File: src/hw/msd_pkg.sv
// Package for the MAC speed and duplex control register bank
//
// Contract
// RULE1: Auto duplex off: duplex bit writable and drives MAC; on: reads detected duplex.
// RULE2: Duplex bit set means full duplex; clear means half duplex.
// RULE3: At 1000 megabit the MAC never runs half duplex.
// RULE4: Auto speed off: speed field writable and drives MAC; on: reads detected speed.
// RULE5: Speed field picks 10 or 100 over MII, or 1000 over gigabit interface.
// RULE6: Speed code 00 is 10, 01 is 100, 10 is 1000 megabit.
// RULE7: Software leaves duplex and speed alone while receiver or transmitter enabled.
// RULE8: Writing one to MAC reset resets MAC; self-clears when done; reads zero. Here bit 0 reads the busy flag, one while the reset runs.
// RULE9: Duplex and speed defaults come from EEPROM, else OTP, else zero.
// RULE10: USB or soft lite reset restores duplex and speed from loaded image.
// RULE11: Auto duplex enable defaults from image flag, else one, also on resets.
// RULE12: Auto speed enable defaults from image flag, else zero, also on resets.
// RULE13: After manual change software updates PHY EEE setup and reruns negotiation.
package msd_pkg;

  // ----------------------------------------------------------------
  // Register map
  // ----------------------------------------------------------------
  localparam logic [11:0] MSD_CTRL_OFFS = 12'h000;
  localparam logic [11:0] MSD_STAT_OFFS = 12'h004;

  // ----------------------------------------------------------------
  // Field positions in the control word
  // ----------------------------------------------------------------
  localparam int MSD_RST_BIT = 0;
  localparam int MSD_SPD_LSB = 1;
  localparam int MSD_DPX_BIT = 3;
  localparam int MSD_ASD_BIT = 4;
  localparam int MSD_ADD_BIT = 5;
  // Status word bits
  localparam int MSD_ST_GMII_BIT = 0;
  localparam int MSD_ST_FULL_BIT = 1;
  localparam int MSD_ST_BUSY_BIT = 2;

  // ----------------------------------------------------------------
  // Values without any programmed image
  // ----------------------------------------------------------------
  localparam logic MSD_DPX_RST = 1'b0;
  localparam logic [1:0] MSD_SPD_RST = 2'h0;
  localparam logic MSD_ADD_RST = 1'b1;
  localparam logic MSD_ASD_RST = 1'b0;

  // Cycles the MAC reset is held once requested
  localparam int MSD_MAC_SOFT_RESET_CYC = 16;

  typedef enum logic [1:0] {
    MSD_SPD_10 = 2'h0,
    MSD_SPD_100 = 2'h1,
    MSD_SPD_1000 = 2'h2
  } msd_speed_type;

  // Configuration image as loaded from EEPROM or OTP
  typedef struct packed {
    logic valid;
    logic auto_duplex;
    logic auto_speed;
    logic duplex;
    logic [1:0] speed;
  } msd_image_type;

  // Settings delivered to the MAC
  typedef struct packed {
    logic full_duplex;
    logic gmii_sel;
    logic [1:0] speed;
  } msd_mac_cfg_type;

endpackage : msd_pkg

File: src/hw/msd_ctrl.sv
// MAC speed and duplex control register bank on APB
`timescale 1ns/10ps
module msd_ctrl
  import msd_pkg::*;
#(
  parameter int MAC_SOFT_RESET_CYC = MSD_MAC_SOFT_RESET_CYC
) (
  input wire logic core_clk_i,
  input wire logic reset_i,
  input wire logic psel_i,
  input wire logic penable_i,
  input wire logic pwrite_i,
  input wire logic [11:0] paddr_i,
  input wire logic [31:0] pwdata_i,
  input wire logic [3:0] pstrb_i,
  output logic [31:0] prdata_o,
  output logic pready_o,
  output logic pslverr_o,
  input wire msd_image_type eeprom_img_i,
  input wire msd_image_type otp_img_i,
  input wire logic img_load_i,
  input wire logic usb_reset_i,
  input wire logic soft_lite_reset_i,
  input wire logic det_valid_i,
  input wire logic det_duplex_i,
  input wire logic [1:0] det_speed_i,
  output msd_mac_cfg_type mac_cfg_o,
  output logic mac_reset_o
);

  // ----------------------------------------------------------------
  // Checks
  // ----------------------------------------------------------------
  if (MAC_SOFT_RESET_CYC < 1 || MAC_SOFT_RESET_CYC > 255) begin : g_bad_cyc
    $error("MAC_SOFT_RESET_CYC out of range");
  end

  // ----------------------------------------------------------------
  // Helpers
  // ----------------------------------------------------------------
  // Full address compare: misaligned offsets fall to the error answer
  function automatic logic msd_hit(input logic [11:0] addr,
                                   input logic [11:0] offs);
    return addr == offs;
  endfunction

  // An unprogrammed image falls back to the built-in defaults
  function automatic msd_image_type msd_img_dflt(input msd_image_type img);
    msd_image_type res;
    res = img;
    if (!img.valid) begin
      res.auto_duplex = MSD_ADD_RST;
      res.auto_speed = MSD_ASD_RST;
      res.duplex = MSD_DPX_RST;
      res.speed = MSD_SPD_RST;
    end
    return res;
  endfunction

  // ----------------------------------------------------------------
  // Decode
  // ----------------------------------------------------------------
  wire logic acc = psel_i & penable_i;
  wire logic apb_setup = psel_i & ~penable_i;
  wire logic hit_ctrl = msd_hit(paddr_i, MSD_CTRL_OFFS);
  wire logic hit_stat = msd_hit(paddr_i, MSD_STAT_OFFS);
  wire logic hit_any = hit_ctrl | hit_stat;
  wire logic wr_ctrl = acc & pwrite_i & hit_ctrl & pstrb_i[0];

  // ----------------------------------------------------------------
  // State
  // ----------------------------------------------------------------
  logic dpx_ff;
  logic [1:0] spd_ff;
  logic add_ff;
  logic asd_ff;
  logic det_dpx_ff;
  logic [1:0] det_spd_ff;
  msd_image_type img_ff;
  logic [7:0] mac_soft_reset_cnt_ff;
  logic [31:0] prdata_ff;
  logic pready_ff;
  logic pslverr_ff;
  msd_mac_cfg_type cfg_ff;
  logic mac_soft_reset_ff;

  // EEPROM wins over OTP; unprogrammed image leaves documented defaults
  wire msd_image_type src_img = eeprom_img_i.valid ? eeprom_img_i :
                                otp_img_i; // RULE9
  wire logic restore = usb_reset_i | soft_lite_reset_i; // RULE10
  wire logic ld = img_load_i | restore;
  wire msd_image_type use_img = img_load_i ? src_img : img_ff;
  wire msd_image_type dflt_img = msd_img_dflt(use_img);
  wire logic img_dpx = dflt_img.duplex; // RULE9
  wire logic [1:0] img_spd = dflt_img.speed; // RULE9
  wire logic img_add = dflt_img.auto_duplex; // RULE11
  wire logic img_asd = dflt_img.auto_speed; // RULE12

  // Effective values: detected when auto, software copy when manual
  wire logic eff_dpx = add_ff ? det_dpx_ff : dpx_ff; // RULE1
  wire logic [1:0] eff_spd = asd_ff ? det_spd_ff : spd_ff; // RULE4
  wire logic is_gig = eff_spd == MSD_SPD_1000; // RULE6
  // Half duplex unsupported at gigabit
  wire logic full_dpx = eff_dpx | is_gig; // RULE2 RULE3

  // Software writes to read-only fields are dropped when auto is on
  wire logic nxt_dpx = ld ? img_dpx :
                       (wr_ctrl & ~add_ff) ? pwdata_i[MSD_DPX_BIT] :
                       dpx_ff; // RULE1
  // Reserved code 11 ignored, field keeps its value
  wire logic spd_ok = pwdata_i[MSD_SPD_LSB+1 -: 2] != 2'h3;
  wire logic [1:0] nxt_spd = ld ? img_spd :
                             (wr_ctrl & ~asd_ff & spd_ok) ?
                             pwdata_i[MSD_SPD_LSB+1 -: 2] :
                             spd_ff; // RULE4 RULE5
  wire logic nxt_add = ld ? img_add :
                       wr_ctrl ? pwdata_i[MSD_ADD_BIT] : add_ff;
  wire logic nxt_asd = ld ? img_asd :
                       wr_ctrl ? pwdata_i[MSD_ASD_BIT] : asd_ff;

  wire logic mac_soft_reset_busy = mac_soft_reset_cnt_ff != 8'h00;
  wire logic mac_soft_reset_req = wr_ctrl & pwdata_i[MSD_RST_BIT]; // RULE8
  wire logic [7:0] nxt_mac_soft_reset_cnt = mac_soft_reset_req ? 8'(MAC_SOFT_RESET_CYC) :
                                  mac_soft_reset_busy ? mac_soft_reset_cnt_ff - 8'h01 :
                                  8'h00; // RULE8

  wire logic [31:0] ctrl_rd = {26'h0, add_ff, asd_ff, eff_dpx, eff_spd,
                               mac_soft_reset_busy}; // RULE8
  wire logic [31:0] stat_rd = {29'h0, mac_soft_reset_busy, cfg_ff.full_duplex,
                               cfg_ff.gmii_sel};
  wire logic [31:0] nxt_prdata = hit_ctrl ? ctrl_rd :
                                 hit_stat ? stat_rd : 32'h0;

  // ----------------------------------------------------------------
  // Settings
  // ----------------------------------------------------------------
  always_ff @(posedge core_clk_i or posedge reset_i) begin
    if (reset_i) begin
      dpx_ff <= MSD_DPX_RST;
      spd_ff <= MSD_SPD_RST;
      add_ff <= MSD_ADD_RST;
      asd_ff <= MSD_ASD_RST;
    end else begin
      dpx_ff <= nxt_dpx; // RULE1
      spd_ff <= nxt_spd; // RULE4
      add_ff <= nxt_add; // RULE11
      asd_ff <= nxt_asd; // RULE12
    end
  end

  // Last image kept so later USB and lite resets can restore it
  always_ff @(posedge core_clk_i or posedge reset_i) begin
    if (reset_i) begin
      img_ff <= '0;
    end else if (img_load_i) begin
      img_ff <= src_img; // RULE10
    end
  end

  // ----------------------------------------------------------------
  // MAC reset timer
  // ----------------------------------------------------------------
  always_ff @(posedge core_clk_i or posedge reset_i) begin
    if (reset_i) begin
      mac_soft_reset_cnt_ff <= 8'h00;
    end else begin
      mac_soft_reset_cnt_ff <= nxt_mac_soft_reset_cnt; // RULE8
    end
  end

  // Pin follows the request at once and drops with the last count
  always_ff @(posedge core_clk_i or posedge reset_i) begin
    if (reset_i) begin
      mac_soft_reset_ff <= 1'b0;
    end else begin
      mac_soft_reset_ff <= mac_soft_reset_req | (mac_soft_reset_cnt_ff > 8'h01); // RULE8
    end
  end

  // ----------------------------------------------------------------
  // Detected values
  // ----------------------------------------------------------------
  // Latched so that auto mode keeps reporting the last one
  always_ff @(posedge core_clk_i or posedge reset_i) begin
    if (reset_i) begin
      det_dpx_ff <= MSD_DPX_RST;
      det_spd_ff <= MSD_SPD_RST;
    end else if (det_valid_i) begin
      det_dpx_ff <= det_duplex_i;
      det_spd_ff <= det_speed_i;
    end
  end

  // ----------------------------------------------------------------
  // Bus answer
  // ----------------------------------------------------------------
  // Zero wait states: ready stands for the access cycle only
  always_ff @(posedge core_clk_i or posedge reset_i) begin
    if (reset_i) begin
      prdata_ff <= 32'h0;
      pready_ff <= 1'b0;
      pslverr_ff <= 1'b0;
    end else begin
      prdata_ff <= nxt_prdata;
      pready_ff <= apb_setup & ~pready_ff;
      pslverr_ff <= apb_setup & ~hit_any;
    end
  end

  // ----------------------------------------------------------------
  // MAC settings
  // ----------------------------------------------------------------
  // One cycle behind the state, so the MAC sees a registered word
  always_ff @(posedge core_clk_i or posedge reset_i) begin
    if (reset_i) begin
      cfg_ff <= '0;
    end else begin
      cfg_ff.full_duplex <= full_dpx; // RULE2 RULE3
      cfg_ff.gmii_sel <= is_gig; // RULE5
      cfg_ff.speed <= eff_spd; // RULE6
    end
  end

  assign prdata_o = prdata_ff;
  assign pready_o = pready_ff;
  assign pslverr_o = pslverr_ff;
  assign mac_cfg_o = cfg_ff;
  assign mac_reset_o = mac_soft_reset_ff;

endmodule // msd_ctrl

File: config.mk
export PLATFORM = sky130hd
export DESIGN_NAME = msd_ctrl
export DESIGN_NICKNAME = d
export VERILOG_FILES = /design/src/hw/msd_pkg.sv /design/src/hw/msd_ctrl.sv
export SDC_FILE = /design/constraint.sdc
export NUM_CORES = 1
export LEC_CHECK = 0
export ABC_CLOCK_PERIOD_IN_PS = 2500
export BUFFER_PORTS_ARGS = -buffer_cell sky130_fd_sc_hd__clkbuf_2
export CAP_MARGIN = 30
export CORE_ASPECT_RATIO = 0.7
export CORE_UTILIZATION = 47
export DETAILED_ROUTE_END_ITERATION = 12
export GPL_ROUTABILITY_DRIVEN = 0
export PLACE_DENSITY = 0.9
export RECOVER_POWER = 100
export SYNTH_ARGS = -nofsm -noshare
export SYNTH_HDL_FRONTEND = slang
export SYNTH_SLANG_ARGS = --single-unit
File: constraint.sdc
create_clock -name core_clk_i -period 2.5 [get_ports core_clk_i]
set_input_delay 0.125 -clock core_clk_i [delete_from_list [all_inputs] [get_ports core_clk_i]]
set_output_delay 0.125 -clock core_clk_i [all_outputs]
set_load 0.01 [all_outputs]
==> impl_metrics.yaml <==
placement:
  hpwlAfterDp_mm: 2.78
  place_ws_ps: 932
  port_buffers: 55
  placedCellCount: 279
cts:
  cts_made_buffers: 5
  clk_latency_ps: 280
  cts_tree: "done"
  clock-root-buffer: "clkbuf_8"
  cts_setup_buffers: 0
  path_clk_slew_ps: 70
  postCtsHoldBufs: 1
  cts_buffer_depth: 2
  htree_levels: 2
  cts_sinks: 35
  cts_resized: 0
routing:
  drt_iter0_markers: 91
  final_antenna_net_count: 0
  routed_wl_mm: 3.50
  drt_pass1_iterations: 4
  drt_drc_violations_left: 0
  wl_per_cell_um: 12.1
  avgViaCountPerCell: 4.94
  via_count: 1422
sta:
  finalCritPeriodShare: 0.726
  holdWs_ps: 17.4
  hold_violations: 0
  rsz0062_at_grt: "no"
  slew_headroom: 0.381
  max_slew.worst_pin.slew_ps: 928
  maxSlewViolCount: 0
  max_freq_ghz: 0.551
  tns_ps: 0
  finalCriticalPeriod_ps: 1810
  final.setup_skew_ps: 4.52
  setup_viol: 0
  finalWorstSetupSlack_ps: 686
global_route:
  antenna_found_initial: 0
  grt_pass1_wl_mm: 5.70
  use_met1: 0.224
  grt_max_degree: 19
  grt_usage: 0.183
  grt_pass1_vias: 1279
  busiest_layer: "met2"
  use_met3: 0.0567
  use_met2: 0.304
  grt-ovfl-total: 0
worst_setup_path:
  critPathKind: "primary input to register"
  cp-end-kind: "register"
  critical_path_arrival_ps: 1970
  start_kind: "primary input"
  critPathMaxFanout: 7
  cp.required_ps: 2650
die:
  fp.coreArea_mm2: 0.00367
  start_util: 0.509
  row_count: 18
  dieHeight_um: 54.8
  die_w_um: 77.4
  dieArea_mm2: 0.00424
  ios: 111
flow_run:
  maxCapViolCount: 0
logic_synthesis:
  synth_edf_count: 0
  yosysSeqAreaShare: 0.469
  synth_xor_area_frac: 0.00937
  ys_types: 40
  synth_compound_area_frac: 0.0977
  synthMuxAreaShare: 0.0776
  synthFlopType: "dfrtp_1"
  avgSynthCellArea_um2: 10.6
  synth_top_family_by_area: "simple AND/OR/NAND/NOR gates"
  synthAdderAreaFrac: 0.0134
  yosys_register_bits: 35
  async_flop_share: 1.00
  synth_warnings: 0
  synthCells: 177
  syn_area_mm2: 0.00187
  synthSimpleGateAreaFrac: 0.201
final_layout:
  layout.nets: 311
  area_growth_syn_to_layout_pct: 15.5
  final_layout_size_suffix_gt1_frac: 0.248
  diodes: 0
  final_cells: 288
outcome:
  run_status: "completed"
power:
  leakage_nw: 1.07
  powerDensity_mw_per_mm2: 618
  peakVddDrop_v: 0.000236
min_path:
  hp-class: "primary input to register"
## area by class of cell
type                    count  area (µm²)
well taps                  50        62.6
clock buffers               7        96.3
inverters                   7        26.3
multi-input cells         131         817
flip-flops and latches     35         877
clock inverters             1        7.51
repair buffers             57         273
fillers                   319        1510
## cell usage in the layout (no fill, tap or decap), types with 9 or more instances in the layout
cell / instances
a21oi_1: 9
clkbuf_1: 14
clkbuf_2: 42
conb_1: 26
dfrtp_1: 34
mux2i_1: 10
nand2_1: 13
nor2_1: 18
## through the flow
| step | total power (W) | cell area (µm²) | util |
|---|---|---|---|
| after floorplan | 0.000847 | 1960 | - |
| after global placement | 0.000897 | 2090 | 0.570 |
| after detailed placement | 0.000904 | 2090 | 0.570 |
| after CTS | 0.00135 | 2210 | 0.601 |
| after global routing | 0.00141 | 2160 | 0.588 |
| final | 0.00133 | 2160 | 0.588 |
## synth_stat cells, drive strengths merged (2+ instances only)
master / number / area (µm²)
ha: 2 / 25.0
o211ai: 5 / 37.5
nand2b: 3 / 18.8
nor3: 7 / 51.3
inv: 7 / 26.3
o21ai: 7 / 35.0
nor4: 3 / 63.8
mux2i: 10 / 100
nor2: 18 / 67.6
a21oi: 9 / 45.0
buf: 29 / 216
nand2: 13 / 48.8
and2: 3 / 18.8
o31ai: 2 / 20.0
mux2: 4 / 45.0
nand3: 4 / 25.0
dfrtp: 34 / 851
## power breakdown
part / leakage, nW / internal, W / switching, W
clock: 0.0505 / 0.000250 / 0.000198
combinational: 0.598 / 0.0000930 / 0.000125
sequential: 0.421 / 0.000624 / 0.0000446
total: 1.07 / 0.000967 / 0.000367
## critical path: stages
cell,delay (ps)
clkbuf_2,80
nor4_1,610
nand3_1,430
o31ai_1,610
nor2_1,110
## logic make-up (layout without fill, tap and decap cells)
kind of cell	Yosys count	in the layout
multiplexers	14	14
AND/OR/NAND/NOR	59	59
adder cells (fa/ha/maj)	2	2
buffers and inverters	36	72
AO/OA/AOI/OAI	28	28
flip-flops	35	35
other	1	26
XOR/XNOR	2	2
## worst paths after layout
check / depth (start not counted) / end / slack [ps] / from
max: 5 / mac_soft_reset_cnt_ff[3]$_DFF_PP0_ / 690 / paddr_i[1]
min: 2 / pready_o$_DFF_PP0_ / 20 / penable_i
max reg2reg: 5 / mac_soft_reset_cnt_ff[6]$_DFF_PP0_ / 880 / mac_soft_reset_cnt_ff[0]$_DFF_PP0_
min reg2reg: 1 / pready_o$_DFF_PP0_ / 440 / pready_o$_DFF_PP0_
max in group asynchronous: 4 / pready_o$_DFF_PP0_ / 800 / reset_i
min in group asynchronous: 3 / img_ff[5]$_DFF_PP0_ / 450 / reset_i
## per-layer routing
layer | vias to the layer above | part of all wire
li1 | 683 | -
met1 | 676 | 0.46
met2 | 58 | 0.46
met3 | 5 | 0.062
met4 | 0 | 0.015
met5 | - | 0
## flip-flops by register name (all words and copies together), names as in the netlist
signal	cells
pslverr_o	1
add_ff	1
pready_o	1
det_spd_ff	2
img_ff	6
mac_reset_o	1
mac_cfg_o	4
asd_ff	1
det_dpx_ff	1
dpx_ff	1
prdata_o	6
spd_ff	2
mac_soft_reset_cnt_ff	8
Power figures use the tool's default switching activity.
